### src/rtl/plsr_pkg.sv
// Purpose: constants for the link status register block
// Assumes: register index times four is the AXI byte address
// Notes:   index values follow the management register numbering
package plsr_pkg;
   // register indices (management numbering)
   localparam logic [7:0] IDX_BASIC_MODE_STATUS  = 8'h01;
   localparam logic [7:0] IDX_AUTONEG_EXPANSION  = 8'h06;
   localparam logic [7:0] IDX_FLD_CONFIG         = 8'h0B;
   localparam logic [7:0] IDX_FLD_CAUSE          = 8'h0F;
   localparam logic [7:0] IDX_PHY_STATUS         = 8'h10;
   localparam logic [7:0] IDX_INTERRUPT_SOURCE   = 8'h12;
   localparam logic [7:0] IDX_FALSE_CARRIER_CNT  = 8'h14;
   localparam logic [7:0] IDX_RX_ERROR_CNT       = 8'h15;
   localparam logic [7:0] IDX_TEN_MEG_STATUS     = 8'h1A;
   localparam logic [7:0] IDX_IRQ_STATUS         = 8'h20;
   localparam logic [7:0] IDX_IRQ_MASK           = 8'h21;

   // reset values
   localparam logic [15:0] PHY_STATUS_RESET = 16'h0006;
   localparam logic [15:0] FLD_CONFIG_RESET = 16'h0000;
   localparam logic [15:0] IRQ_MASK_RESET   = 16'h0000;

   // fast link drop field
   localparam int FLD_CAUSES    = 5;
   localparam int FLD_CAUSE_LSB = 4;
   localparam int FLD_CFG_HI    = 10; // descrambler cause enable
   localparam int FLD_CFG_LO_W  = 4;  // causes 0..3 enables at [3:0]

   // phy status bit positions
   localparam int PS_MDIX        = 14;
   localparam int PS_RX_ERR      = 13;
   localparam int PS_POLARITY    = 12;
   localparam int PS_FALSE_CARR  = 11;
   localparam int PS_SIG_DETECT  = 10;
   localparam int PS_DESCR_LOCK  = 9;
   localparam int PS_PAGE_RX     = 8;
   localparam int PS_INT_PEND    = 7;
   localparam int PS_REMOTE_FLT  = 6;
   localparam int PS_LOWER_W     = 6;

   // mirrored bit positions in the source registers
   localparam int TEN_MEG_POLARITY_BIT = 4;
   localparam int AUTONEG_PAGE_BIT     = 1;

   // interrupt status layout: fld causes [4:0], then these
   localparam int IRQ_W         = 9;
   localparam int IRQ_RX_ERR    = 5;
   localparam int IRQ_FALSE_CAR = 6;
   localparam int IRQ_PAGE_RX   = 7;
   localparam int IRQ_REMOTE    = 8;

   // axi responses
   localparam logic [1:0] RESP_OKAY   = 2'b00;
   localparam logic [1:0] RESP_DECERR = 2'b11;
endpackage

### src/rtl/plsr_top.sv
// Purpose: link status and fast link drop cause registers over AXI4-Lite
// Assumes: event inputs are one-cycle pulses synchronous to aclk
// Notes:   reads that clear bits act at the read address handshake
//          so the word returned still shows the bit as it was
//          a new event in the clearing cycle is kept: set beats clear
//          lower status bits are held at their reset pattern
//
// What this block does
// - each enabled cause that drops the link sets its bit; field clears on read
// - cause bits: energy loss, low SNR, MLT3 errors, rx errors, descrambler sync
// - a cause latches only when its detection mode is enabled
// - link drop is the OR of causes enabled by config bit 10 and bits 3:0
// - phy status register sits at index 0x10 and resets to 0x6
// - bit 14 reads 1 when crossover swapped the pairs, else 0
// - bit 13 latches receive errors, cleared by reading the rx error counter
// - bit 12 mirrors inverted polarity, cleared by ten meg register read or reset
// - bit 11 latches false carrier, cleared by reading false carrier counter
// - bit 10 shows the 100 Mbps signal detect indication
// - bit 9 shows the 100 Mbps descrambler lock indication
// - bit 8 mirrors page received, cleared by autoneg expansion read
// - bit 7 shows pending internal interrupt, cleared by interrupt source read
// - bit 6 latches remote fault, cleared by basic mode status read or reset
module plsr_top
   import plsr_pkg::*;
#(
   parameter int ADDR_W = 12
) (
   input  wire logic              aclk,
   input  wire logic              aresetn,
   input  wire logic [ADDR_W-1:0] s_axi_awaddr,
   input  wire logic [2:0]        s_axi_awprot,
   input  wire logic              s_axi_awvalid,
   output logic                   s_axi_awready,
   input  wire logic [31:0]       s_axi_wdata,
   input  wire logic [3:0]        s_axi_wstrb,
   input  wire logic              s_axi_wvalid,
   output logic                   s_axi_wready,
   output logic [1:0]             s_axi_bresp,
   output logic                   s_axi_bvalid,
   input  wire logic              s_axi_bready,
   input  wire logic [ADDR_W-1:0] s_axi_araddr,
   input  wire logic [2:0]        s_axi_arprot,
   input  wire logic              s_axi_arvalid,
   output logic                   s_axi_arready,
   output logic [31:0]            s_axi_rdata,
   output logic [1:0]             s_axi_rresp,
   output logic                   s_axi_rvalid,
   input  wire logic              s_axi_rready,
   input  wire logic [4:0]        fld_condition,
   input  wire logic              mdix_swapped,
   input  wire logic              rx_error_event,
   input  wire logic              polarity_inverted_event,
   input  wire logic              false_carrier_event,
   input  wire logic              signal_detect,
   input  wire logic              descrambler_lock,
   input  wire logic              page_received_event,
   input  wire logic              internal_int_event,
   input  wire logic              remote_fault_event,
   output logic                   link_drop,
   output logic                   irq
);

   // write channel holding state
   logic              aw_held_q;
   logic [ADDR_W-1:0] aw_addr_q;
   logic              w_held_q;
   logic [31:0]       w_data_q;
   logic [3:0]        w_strb_q;
   logic              bvalid_q;
   logic [1:0]        bresp_q;

   // read channel state
   logic              rvalid_q;
   logic [31:0]       rdata_q;
   logic [1:0]        rresp_q;

   // register state
   logic [15:0]          fld_cfg_q;
   logic [FLD_CAUSES-1:0] fld_cause_q;
   logic                 mdix_q;
   logic                 rx_err_q;
   logic                 polarity_q;
   logic                 false_car_q;
   logic                 sig_det_q;
   logic                 descr_lock_q;
   logic                 page_rx_q;
   logic                 int_pend_q;
   logic                 remote_q;
   logic [IRQ_W-1:0]     irq_status_q;
   logic [IRQ_W-1:0]     irq_mask_q;

   // decoded strobes
   logic              wr_fire;
   logic              rd_fire;
   logic [7:0]        wr_idx;
   logic [7:0]        rd_idx;
   logic              wr_aligned;
   logic              rd_aligned;
   logic [FLD_CAUSES-1:0] fld_enable;
   logic [FLD_CAUSES-1:0] fld_hit;
   logic [IRQ_W-1:0]  irq_events;
   logic [15:0]       phy_status_word;
   logic [31:0]       rd_word;
   logic              rd_mapped;

   // clear-on-read strobes, one per register read
   logic rd_fld_cause;
   logic rd_basic_mode;
   logic rd_autoneg;
   logic rd_int_src;
   logic rd_false_car;
   logic rd_rx_err;
   logic rd_ten_meg;
   logic rd_irq_status;

   // bus handshakes: accept each write channel once, hold until response leaves
   // holding both write channels while a response waits keeps one write
   // in flight; the read side answers one cycle after its address
   assign s_axi_awready = !aw_held_q && !bvalid_q;
   assign s_axi_wready  = !w_held_q && !bvalid_q;
   assign s_axi_bvalid  = bvalid_q;
   assign s_axi_bresp   = bresp_q;
   assign s_axi_arready = !rvalid_q;
   assign s_axi_rvalid  = rvalid_q;
   assign s_axi_rdata   = rdata_q;
   assign s_axi_rresp   = rresp_q;

   assign wr_fire    = aw_held_q && w_held_q && !bvalid_q;
   assign rd_fire    = s_axi_arvalid && s_axi_arready;
   assign wr_idx     = 8'(aw_addr_q >> 2);
   assign rd_idx     = 8'(s_axi_araddr >> 2);
   // upper address bits beyond the index must be zero for a hit
   // aliasing is avoided at the cost of a wider compare
   assign wr_aligned = ((aw_addr_q >> 10) == '0);
   assign rd_aligned = ((s_axi_araddr >> 10) == '0);

   // write address capture
   always_ff @(posedge aclk) begin
      if (!aresetn) begin
         aw_held_q <= 1'b0;
         aw_addr_q <= '0;
      end else if (s_axi_awvalid && s_axi_awready) begin
         aw_held_q <= 1'b1;
         aw_addr_q <= s_axi_awaddr;
      end else if (wr_fire) begin
         aw_held_q <= 1'b0;
      end
   end

   // write data capture
   always_ff @(posedge aclk) begin
      if (!aresetn) begin
         w_held_q <= 1'b0;
         w_data_q <= '0;
         w_strb_q <= '0;
      end else if (s_axi_wvalid && s_axi_wready) begin
         w_held_q <= 1'b1;
         w_data_q <= s_axi_wdata;
         w_strb_q <= s_axi_wstrb;
      end else if (wr_fire) begin
         w_held_q <= 1'b0;
      end
   end

   // write response; writes to read-only indices are ignored but answered okay
   // a decode error changes nothing; the response only reports the miss
   // the response waits for bready and both write channels stay closed
   always_ff @(posedge aclk) begin
      if (!aresetn) begin
         bvalid_q <= 1'b0;
         bresp_q  <= RESP_OKAY;
      end else if (wr_fire) begin
         bvalid_q <= 1'b1;
         bresp_q  <= (wr_aligned && rd_map(wr_idx)) ? RESP_OKAY : RESP_DECERR;
      end else if (s_axi_bready) begin
         bvalid_q <= 1'b0;
      end
   end

   // indices that answer okay; must list the same places as the read mux
   // or writes and reads would disagree on what is mapped
   function automatic logic rd_map(input logic [7:0] idx);
      case (idx)
         IDX_BASIC_MODE_STATUS, IDX_AUTONEG_EXPANSION, IDX_FLD_CONFIG,
         IDX_FLD_CAUSE, IDX_PHY_STATUS, IDX_INTERRUPT_SOURCE,
         IDX_FALSE_CARRIER_CNT, IDX_RX_ERROR_CNT, IDX_TEN_MEG_STATUS,
         IDX_IRQ_STATUS, IDX_IRQ_MASK: rd_map = 1'b1;
         default: rd_map = 1'b0;
      endcase
   endfunction

   // fast link drop configuration, byte lanes honoured
   // only bits 10 and 3:0 act; the rest is plain storage read back as written
   always_ff @(posedge aclk) begin
      if (!aresetn) begin
         fld_cfg_q <= FLD_CONFIG_RESET;
      end else if (wr_fire && wr_aligned && wr_idx == IDX_FLD_CONFIG) begin
         if (w_strb_q[0]) fld_cfg_q[7:0]  <= w_data_q[7:0];
         if (w_strb_q[1]) fld_cfg_q[15:8] <= w_data_q[15:8];
      end
   end

   // interrupt mask, same layout as interrupt status
   always_ff @(posedge aclk) begin
      if (!aresetn) begin
         irq_mask_q <= IRQ_MASK_RESET[IRQ_W-1:0];
      end else if (wr_fire && wr_aligned && wr_idx == IDX_IRQ_MASK) begin
         if (w_strb_q[0]) irq_mask_q[7:0] <= w_data_q[7:0];
         if (w_strb_q[1]) irq_mask_q[8]   <= w_data_q[8];
      end
   end

   // read strobes that clear latched bits
   assign rd_fld_cause  = rd_fire && rd_aligned && rd_idx == IDX_FLD_CAUSE;
   assign rd_basic_mode = rd_fire && rd_aligned && rd_idx == IDX_BASIC_MODE_STATUS;
   assign rd_autoneg    = rd_fire && rd_aligned && rd_idx == IDX_AUTONEG_EXPANSION;
   assign rd_int_src    = rd_fire && rd_aligned && rd_idx == IDX_INTERRUPT_SOURCE;
   assign rd_false_car  = rd_fire && rd_aligned && rd_idx == IDX_FALSE_CARRIER_CNT;
   assign rd_rx_err     = rd_fire && rd_aligned && rd_idx == IDX_RX_ERROR_CNT;
   assign rd_ten_meg    = rd_fire && rd_aligned && rd_idx == IDX_TEN_MEG_STATUS;
   assign rd_irq_status = rd_fire && rd_aligned && rd_idx == IDX_IRQ_STATUS;

   // cause enables: bits 3:0 map to causes 0..3, bit 10 to descrambler sync
   assign fld_enable = {fld_cfg_q[FLD_CFG_HI], fld_cfg_q[FLD_CFG_LO_W-1:0]};
   assign fld_hit    = fld_condition & fld_enable;
   assign link_drop  = |fld_hit;

   // cause latches; a new hit beats the clearing read
   // a condition held high keeps re-setting its bit, so a clear only
   // sticks once the cause has gone away
   always_ff @(posedge aclk) begin
      if (!aresetn) begin
         fld_cause_q <= '0;
      end else begin
         fld_cause_q <= (fld_cause_q & {FLD_CAUSES{!rd_fld_cause}}) | fld_hit;
      end
   end

   // live mirrors, registered so the read word comes from flops
   // one cycle of lag on these levels; no stretching, so a short glitch
   // on an indication can be missed by software
   always_ff @(posedge aclk) begin
      if (!aresetn) begin
         mdix_q       <= 1'b0;
         sig_det_q    <= 1'b0;
         descr_lock_q <= 1'b0;
      end else begin
         mdix_q       <= mdix_swapped;
         sig_det_q    <= signal_detect;
         descr_lock_q <= descrambler_lock;
      end
   end

   // latched status bits, each cleared by its own source register read
   // reading the summary itself never clears them, so several readers
   // of the summary do not race each other for an event
   always_ff @(posedge aclk) begin
      if (!aresetn) begin
         rx_err_q    <= 1'b0;
         polarity_q  <= 1'b0;
         false_car_q <= 1'b0;
         page_rx_q   <= 1'b0;
         int_pend_q  <= 1'b0;
         remote_q    <= 1'b0;
      end else begin
         rx_err_q    <= (rx_err_q && !rd_rx_err) || rx_error_event;
         polarity_q  <= (polarity_q && !rd_ten_meg) || polarity_inverted_event;
         false_car_q <= (false_car_q && !rd_false_car) || false_carrier_event;
         page_rx_q   <= (page_rx_q && !rd_autoneg) || page_received_event;
         int_pend_q  <= (int_pend_q && !rd_int_src) || internal_int_event;
         remote_q    <= (remote_q && !rd_basic_mode) || remote_fault_event;
      end
   end

   // block interrupt: sticky events, read clears, new event wins
   // internal interrupt and polarity stay out of the sticky set;
   // they already have clearing reads of their own
   assign irq_events = {remote_fault_event, page_received_event,
                        false_carrier_event, rx_error_event, fld_hit};
   always_ff @(posedge aclk) begin
      if (!aresetn) begin
         irq_status_q <= '0;
      end else begin
         irq_status_q <= (irq_status_q & {IRQ_W{!rd_irq_status}}) | irq_events;
      end
   end
   assign irq = |(irq_status_q & irq_mask_q);

   // phy status word; lower bits stay at their reset pattern here
   // the live lower bits belong to logic outside this block
   always_comb begin
      phy_status_word                   = PHY_STATUS_RESET;
      phy_status_word[PS_MDIX]          = mdix_q;
      phy_status_word[PS_RX_ERR]        = rx_err_q;
      phy_status_word[PS_POLARITY]      = polarity_q;
      phy_status_word[PS_FALSE_CARR]    = false_car_q;
      phy_status_word[PS_SIG_DETECT]    = sig_det_q;
      phy_status_word[PS_DESCR_LOCK]    = descr_lock_q;
      phy_status_word[PS_PAGE_RX]       = page_rx_q;
      phy_status_word[PS_INT_PEND]      = int_pend_q;
      phy_status_word[PS_REMOTE_FLT]    = remote_q;
   end

   // read mux; outside registers show only the bits mirrored here
   // counter registers read zero here; their counts live elsewhere
   always_comb begin
      rd_word   = '0;
      rd_mapped = rd_aligned;
      case (rd_idx)
         IDX_PHY_STATUS:        rd_word[15:0] = phy_status_word;
         IDX_FLD_CAUSE:         rd_word[FLD_CAUSE_LSB +: FLD_CAUSES] = fld_cause_q;
         IDX_FLD_CONFIG:        rd_word[15:0] = fld_cfg_q;
         IDX_TEN_MEG_STATUS:    rd_word[TEN_MEG_POLARITY_BIT] = polarity_q;
         IDX_AUTONEG_EXPANSION: rd_word[AUTONEG_PAGE_BIT] = page_rx_q;
         IDX_IRQ_STATUS:        rd_word[IRQ_W-1:0] = irq_status_q;
         IDX_IRQ_MASK:          rd_word[IRQ_W-1:0] = irq_mask_q;
         IDX_BASIC_MODE_STATUS, IDX_INTERRUPT_SOURCE,
         IDX_FALSE_CARRIER_CNT, IDX_RX_ERROR_CNT: rd_word = '0;
         default:               rd_mapped = 1'b0;
      endcase
      if (!rd_mapped) begin
         rd_word = '0;
      end
   end

   // read data registered at the address handshake
   // clearing reads take effect at this same edge, so the word returned
   // is the one from before the clear
   always_ff @(posedge aclk) begin
      if (!aresetn) begin
         rvalid_q <= 1'b0;
         rdata_q  <= '0;
         rresp_q  <= RESP_OKAY;
      end else if (rd_fire) begin
         rvalid_q <= 1'b1;
         rdata_q  <= rd_word;
         rresp_q  <= rd_mapped ? RESP_OKAY : RESP_DECERR;
      end else if (s_axi_rready) begin
         rvalid_q <= 1'b0;
      end
   end

endmodule // plsr_top

### config.mk
export PLATFORM = sky130hd
export DESIGN_NAME = plsr_top
export DESIGN_NICKNAME = d
export VERILOG_FILES = /design/src/rtl/plsr_pkg.sv /design/src/rtl/plsr_top.sv
export SDC_FILE = /design/constraint.sdc
export NUM_CORES = 1
export LEC_CHECK = 0
export BUFFER_PORTS_ARGS = -buffer_cell sky130_fd_sc_hd__buf_2
export CORE_UTILIZATION = 55
export DETAILED_ROUTE_END_ITERATION = 7
export GPL_ROUTABILITY_DRIVEN = 0
export PLACE_DENSITY = 0.85
export SLEW_MARGIN = 20
export SYNTH_ARGS = -nofsm -noshare
export SYNTH_HDL_FRONTEND = slang
export SYNTH_SLANG_ARGS = --single-unit
### constraint.sdc
create_clock -name aclk -period 5 [get_ports aclk]
set_clock_uncertainty 0.05 [all_clocks]
set_input_delay 0.25 -clock aclk [delete_from_list [all_inputs] [get_ports aclk]]
set_output_delay 0.25 -clock aclk [all_outputs]
set_load 0.05 [all_outputs]
==> results of run 1 <==
==> synth_stat cells (3+ instances only) <==
master and count:
nor2_1 41, nand2_2 3, inv_1 9, clkbuf_1 22, buf_4 19, o22ai_1 5, a22oi_1 7, dfxtp_1 98
nand2_1 109, or3_1 3, o21ai_1 6, mux2i_1 37, a22o_1 5, a211oi_1 3, and2_1 7, o21ai_0 10
nand3_1 6, a221oi_1 3, a21oi_1 63
==> report_power, final <==
group          switching [mW]  internal, mW
clock                   0.275         0.286
combinational           0.125        0.0531
sequential             0.0220         0.806
==> how the worst max path moves through the flow <==
stage	endpoint	slack (ns)	cells past startpoint
3_5_place_dp	irq_status_q[8]	2.67	6
6_report	s_axi_rdata[7]	2.89	4
3_3_place_gp	irq_status_q[5]	2.73	6
5_1_grt	s_axi_rdata[8]	2.74	4
2_1_floorplan	w_data_q[0]	2.66	6
4_1_cts	s_axi_rdata[7]	2.86	4
==> placed cells by master, fill, tap and decap left out, types with 3 or more instances in the layout <==
cell / Yosys / routed
nor2_1: 41 / 41
o21ai_0: 10 / 10
nand2_1: 109 / 109
or3_1: 3 / 3
clkinv_4: 0 / 3
a211oi_1: 3 / 3
and2_1: 7 / 7
dfxtp_1: 98 / 98
nand3_1: 6 / 6
a221oi_1: 3 / 3
clkbuf_8: 0 / 9
a22o_1: 5 / 5
conb_1: 1 / 16
o21ai_1: 6 / 6
nand2_2: 3 / 3
mux2i_1: 37 / 37
buf_2: 2 / 85
a22oi_1: 7 / 7
o22ai_1: 5 / 5
inv_1: 9 / 9
a21oi_1: 63 / 62
==> final cells by class <==
| class | instances | share of cell area |
|---|---|---|
| Clock buffer | 9 | 0.0256 |
| Sequential cell | 98 | 0.405 |
| Tap cell | 99 | 0.0256 |
| Inverter | 10 | 0.00775 |
| Timing Repair Buffer | 86 | 0.0894 |
| Multi-Input combinational cell | 368 | 0.425 |
| Clock inverter | 7 | 0.0212 |
==> worst register-to-register path, cell delays in order, from the launching register on <==
cell	delay [ns]
dfxtp_1	0.38
nor4b_4	0.58
nand2_1	0.36
a211oi_1	0.50
a22o_1	0.19
==> logic make-up after synthesis <==
| logic type | after synthesis | share of synthesized area |
|---|---|---|
| simple gates | 199 | 0.220 |
| compound gates | 115 | 0.161 |
| flops | 98 | 0.462 |
| buf+inv | 54 | 0.0669 |
| mux | 37 | 0.0873 |
| xor+xnor | 1 | 0.00206 |
| other cells | 1 | 0.000884 |
==> sequential cells by signal, indices dropped and copies added (netlist names), 2 cells and up <==
register      count
irq_mask_q        9
aw_addr_q        10
irq_status_q      9
w_data_q         16
s_axi_rdata      16
w_strb_q          2
fld_cause_q       5
fld_cfg_q        16
==> per-stage QoR <==
step / setup slack, ns / hold slack (ns)
after detailed placement: 2.67 / 0.392
after floorplan: 2.66 / 0.299
after global placement: 2.73 / 0.388
final: 2.89 / 0.0164
after global routing: 2.74 / 0.00990
after CTS: 2.86 / 0.00171
==> layer usage <==
metal / track usage / wire, um / up-vias / part of all wire
met5: 0 / 0 / - / 0
met4: 0.0915 / 228 / 0 / 0.023
met3: 0.0643 / 579 / 20 / 0.060
met2: 0.431 / 4650 / 141 / 0.48
met1: 0.306 / 4260 / 1716 / 0.44
li1: - / - / 1841 / -
==> metrics, run 1 <==
Yosys top cell by area dfxtp_1; Post-CTS Hold Fix Bufs 0; setup TNS 0 ns; Crit path max-delay family simple AND/OR/NAND/NOR gates; peak supply drop 0.298 mV; part of the Yosys area used for sequential elements 0.462; Antenna Nets Post-Route 0; FF-to-FF Start s_axi_rvalid; Layout area overhead 14.1%; vias per cell 5.49; count of input and output buffers 85; clk sink count 98; detailed-route via count 3,718; Hold/Removal Path Class input pin to register; final hold violations 0; Synth area leaders dfxtp_1 (46%), nand2_1 (9.6%), mux2i_1 (8.7%); RSZ-0062 raised after global routing false; kind of critical path register to register; area of the multi-input gates 0.00206 sq mm; Yosys top cell area share 0.462; Leak 2.11 nW; Layout Nets 660; dpl hpwl 7040 um; FILL cells 639; drt first pass iters 5; Post-Syn Instances 505; # setup viols final 0; final routed DRC violation total 0; clk root buf clkbuf_8; Die Wd 89.8 um; Synth Flop Type dfxtp_1; area post-placement 0.00461 sq mm; status completed; first-pass GRT wire length 16,500 um; Core Region 0.00737 sq mm; Setup crit start s_axi_rvalid; startpoint types register; ys async rst share 0; GRT Total Usage 0.252; CP max stage delay 0.58 ns; min Tclk post-route 2.11 ns; Starting Density 0.576; cell count of the worst reg-to-reg path 4; Slew Limit Headroom 0.516; CTS tree yes; CP Buf/Inv Count 0; post-CTS resize count 0; EDFF count, synth 0; Cell Count, Final, Fillers Out 677; reg2reg setup slack 2.89 ns; routed len/inst 14.4 um; register bit total from synthesis 98; Hold Path Depth 2; Std-Cell Rows 31; Cells after DPL 661; CP max stage cell nor4b_4; die height 89.8 um; CP arrival 2.37 ns; clock latency on the worst-skew pair 0.36 ns; Tightest Pin Transition 0.727 ns; final WL 9730 um; I/O pin count 130; layout cells sized above 1 0.204; final cycle utilization of the critical path 0.422; Final Max Tran Viols 0; clk buf depth 2; DR iter-0 viols 229; Netlist cell types 55; Ys Warns 0; gr ovfl total 0; critical path peak fanout 11; crit path cell chain nor4b_4, nand2_1, a211oi_1, a22o_1; CP Data Required Time 5.26 ns; worst hold endpoint s_axi_rvalid; HP Start s_axi_rready; PD cells 324 mW/mm^2; Setup crit end kind register; Mean Syn Cell Area 8.40 sq um; Worst-path clk slew 0.10 ns; post-CTS setup buffer count 0; Die ar. 0.00807 sq mm; FF-to-FF End s_axi_rdata[7]; H-tree depth 3; Max Cap Viol 0; total power 1.57 mW; fmax 474 MHz; Final Util 0.657; area of the mapped netlist 0.00424 sq mm; initial antenna violation count 0; # diodes 0; number of global-route vias before repair 3,547; pin count of the biggest net entering global routing 72; CTS Buf Count 9; Final Cell Area 0.00484 sq mm; Reg area 0.00196 sq mm
Power figures use the tool's default switching activity.
==> run 2, diff against run 1 <==
Settings changed: CORE_UTILIZATION 55 to 51, PLACE_DENSITY 0.85 to 0.79.
Clock period 5 ns to 2.05 ns, I/O delays scaled along.
==> metrics, run 2 (synthesized netlist as in run 1, its figures left out) <==
Die Wd 93.2 um (was 89.8 um); Hold Path Depth 3 (was 2); Setup WS pre-CTS 0.0119 ns (was 2.67 ns); RSZ-0062 raised after global routing false (unchanged); count of input and output buffers 85 (unchanged); drt first pass iters 5 (unchanged); peak supply drop 0.485 mV (was 0.298 mV); combinational share of power 0.137 (was 0.113); final routed DRC violation total 0 (unchanged); Tightest Pin Transition 0.624 ns (was 0.727 ns); worst hold endpoint fld_cause_q[4] (was s_axi_rvalid); Die ar. 0.00869 sq mm (was 0.00807 sq mm); pin count of the biggest net entering global routing 72 (unchanged); total power 3.84 mW (was 1.57 mW); Final Max Tran Viols 0 (unchanged); clock power share 0.337 (was 0.358); setup TNS 0 ns (unchanged); Hold/Removal Path Class input pin to register (unchanged); internal power 2.80 mW (was 1.15 mW); commonest non-fill, non-tap cell in the layout nand2_1 (unchanged); H-tree depth 3 (unchanged); Slew Limit Headroom 0.583 (was 0.516); Sw Ratio 0.271 (was 0.269); Worst-path clk slew 0.09 ns (was 0.10 ns); final cycle utilization of the critical path 0.954 (was 0.422); FF-to-FF End fld_cfg_q[1] (was s_axi_rdata[7]); I/O pin count 130 (unchanged); startpoint types register (unchanged); vias per cell 5.40 (was 5.49); CTS tree yes (unchanged); Setup crit end kind register (unchanged); cell count of the worst reg-to-reg path 6 (was 4); CP Data Required Time 2.24 ns (was 5.26 ns); Antenna Nets Post-Route 0 (unchanged); dpl hpwl 7270 um (was 7040 um); number of global-route vias before repair 3,826 (was 3,547); clock latency on the worst-skew pair 0.36 ns (about the same); Max Cap Viol 0 (unchanged); WHS 0.0439 ns (was 0.0164 ns); Setup crit start aw_addr_q[9] (was s_axi_rvalid); Sw Pwr 1.04 mW (was 422 uW); reg2reg setup slack 0.1 ns (was 2.89 ns); kind of critical path register to register (unchanged); PD cells 711 mW/mm^2 (was 324 mW/mm^2); clk root buf clkbuf_8 (unchanged); Leak 2.37 nW (was 2.11 nW); fmax 512 MHz (was 474 MHz); CP arrival 2.15 ns (was 2.37 ns); gr ovfl total 0 (unchanged); first-pass GRT wire length 17,400 um (was 16,500 um); FF-to-FF Start aw_addr_q[9] (was s_axi_rvalid); DR iter-0 viols 188 (was 229); routed len/inst 14.5 um (was 14.4 um); critical path peak fanout 8 (was 11); # setup viols final 0 (unchanged); Core Region 0.00789 sq mm (was 0.00737 sq mm); GRT Total Usage 0.257 (was 0.252); layout cells sized above 1 0.211 (was 0.204); clk buf depth 2 (unchanged); most frequent cells in the layout nand2_1 (109), dfxtp_1 (97), buf_2 (85), a21oi_1 (63), dlygate4sd3_1 (43) (was nand2_1 (109), dfxtp_1 (98), buf_2 (85), a21oi_1 (62), nor2_1 (41)); Layout area overhead 27.3% (was 14.1%); Final Cell Area 0.00540 sq mm (was 0.00484 sq mm); status completed (unchanged); Starting Density 0.538 (was 0.576); clk sink count 98 (unchanged); detailed-route via count 3,986 (was 3,718); die height 93.2 um (was 89.8 um); final WL 10,700 um (was 9730 um); Layout Nets 718 (was 660); Std-Cell Rows 32 (was 31); HP Start fld_condition[4] (was s_axi_rready); # diodes 0 (unchanged); initial antenna violation count 0 (unchanged); post-route worst setup slack 0.0951 ns (was 2.89 ns); CTS Buf Count 9 (unchanged); Reg power frac 0.526 (was 0.528); min Tclk post-route 1.95 ns (was 2.11 ns); final hold violations 0 (unchanged); area post-placement 0.00473 sq mm (was 0.00461 sq mm)
run 2: worst max-delay path by stage:
stage / end / slack (ns) / cells past startpoint
after floorplan: w_data_q[0] / -0.04 / 6
after global placement: fld_cfg_q[7] / 0.11 / 5
after detailed placement: fld_cfg_q[1] / 0.01 / 5
after CTS: fld_cfg_q[1] / 0.00007 / 5
after global routing: irq_mask_q[4] / 0.02 / 4
final: fld_cfg_q[1] / 0.1 / 6
run 2: power by group through the flow:
stage	Combinational [mW]	Sequential (mW)	Clock, mW
finish	0.525	2.02	1.30
CTS	0.514	2.02	1.32
detailed placement	0.449	2.06	0
global route	0.572	2.03	1.42
global placement	0.439	2.06	0
floorplan	0.328	2.07	0
run 2: cell type report:
type / count / area [sq um]
clock inverters: 5 / 60.1
fillers: 652 / 2480
well taps: 102 / 128
flip-flops and latches: 98 / 1960
multi-input cells: 368 / 2070
repair buffers: 144 / 988
inverters: 10 / 37.5
clock buffers: 11 / 151
run 2: critical path: stages (launching register included):
cell and delay, ns:
dfxtp_1 0.33, or4_1 0.65, nor4_4 0.32, nand2_2 0.07
buf_4 0.19, mux2i_1 0.18, nor2_1 0.05
run 2: stage by stage:
step,util,std cells
2_1_floorplan,-,520
3_3_place_gp,0.599,677
3_5_place_dp,0.599,677
4_1_cts,0.681,736
5_1_grt,0.685,738
6_report,0.685,738
run 2: timing repair:
| item | in CTS | in global routing |
|---|---|---|
| buffers inserted | 0 | 2 |
| hold buffers | 43 | 0 |
| setup endpoints to repair | 0 | 23 |
| resized for setup | 0 | 2 |
| endpoints found under the hold margin | 49 | 0 |
run 2: routing by layer:
metal,track usage,vias up,wire length [um]
met1,0.299,1862,4540
li1,-,1963,-
met5,0,-,0
met4,0.103,0,244
met2,0.456,141,5320
met3,0.0553,20,585
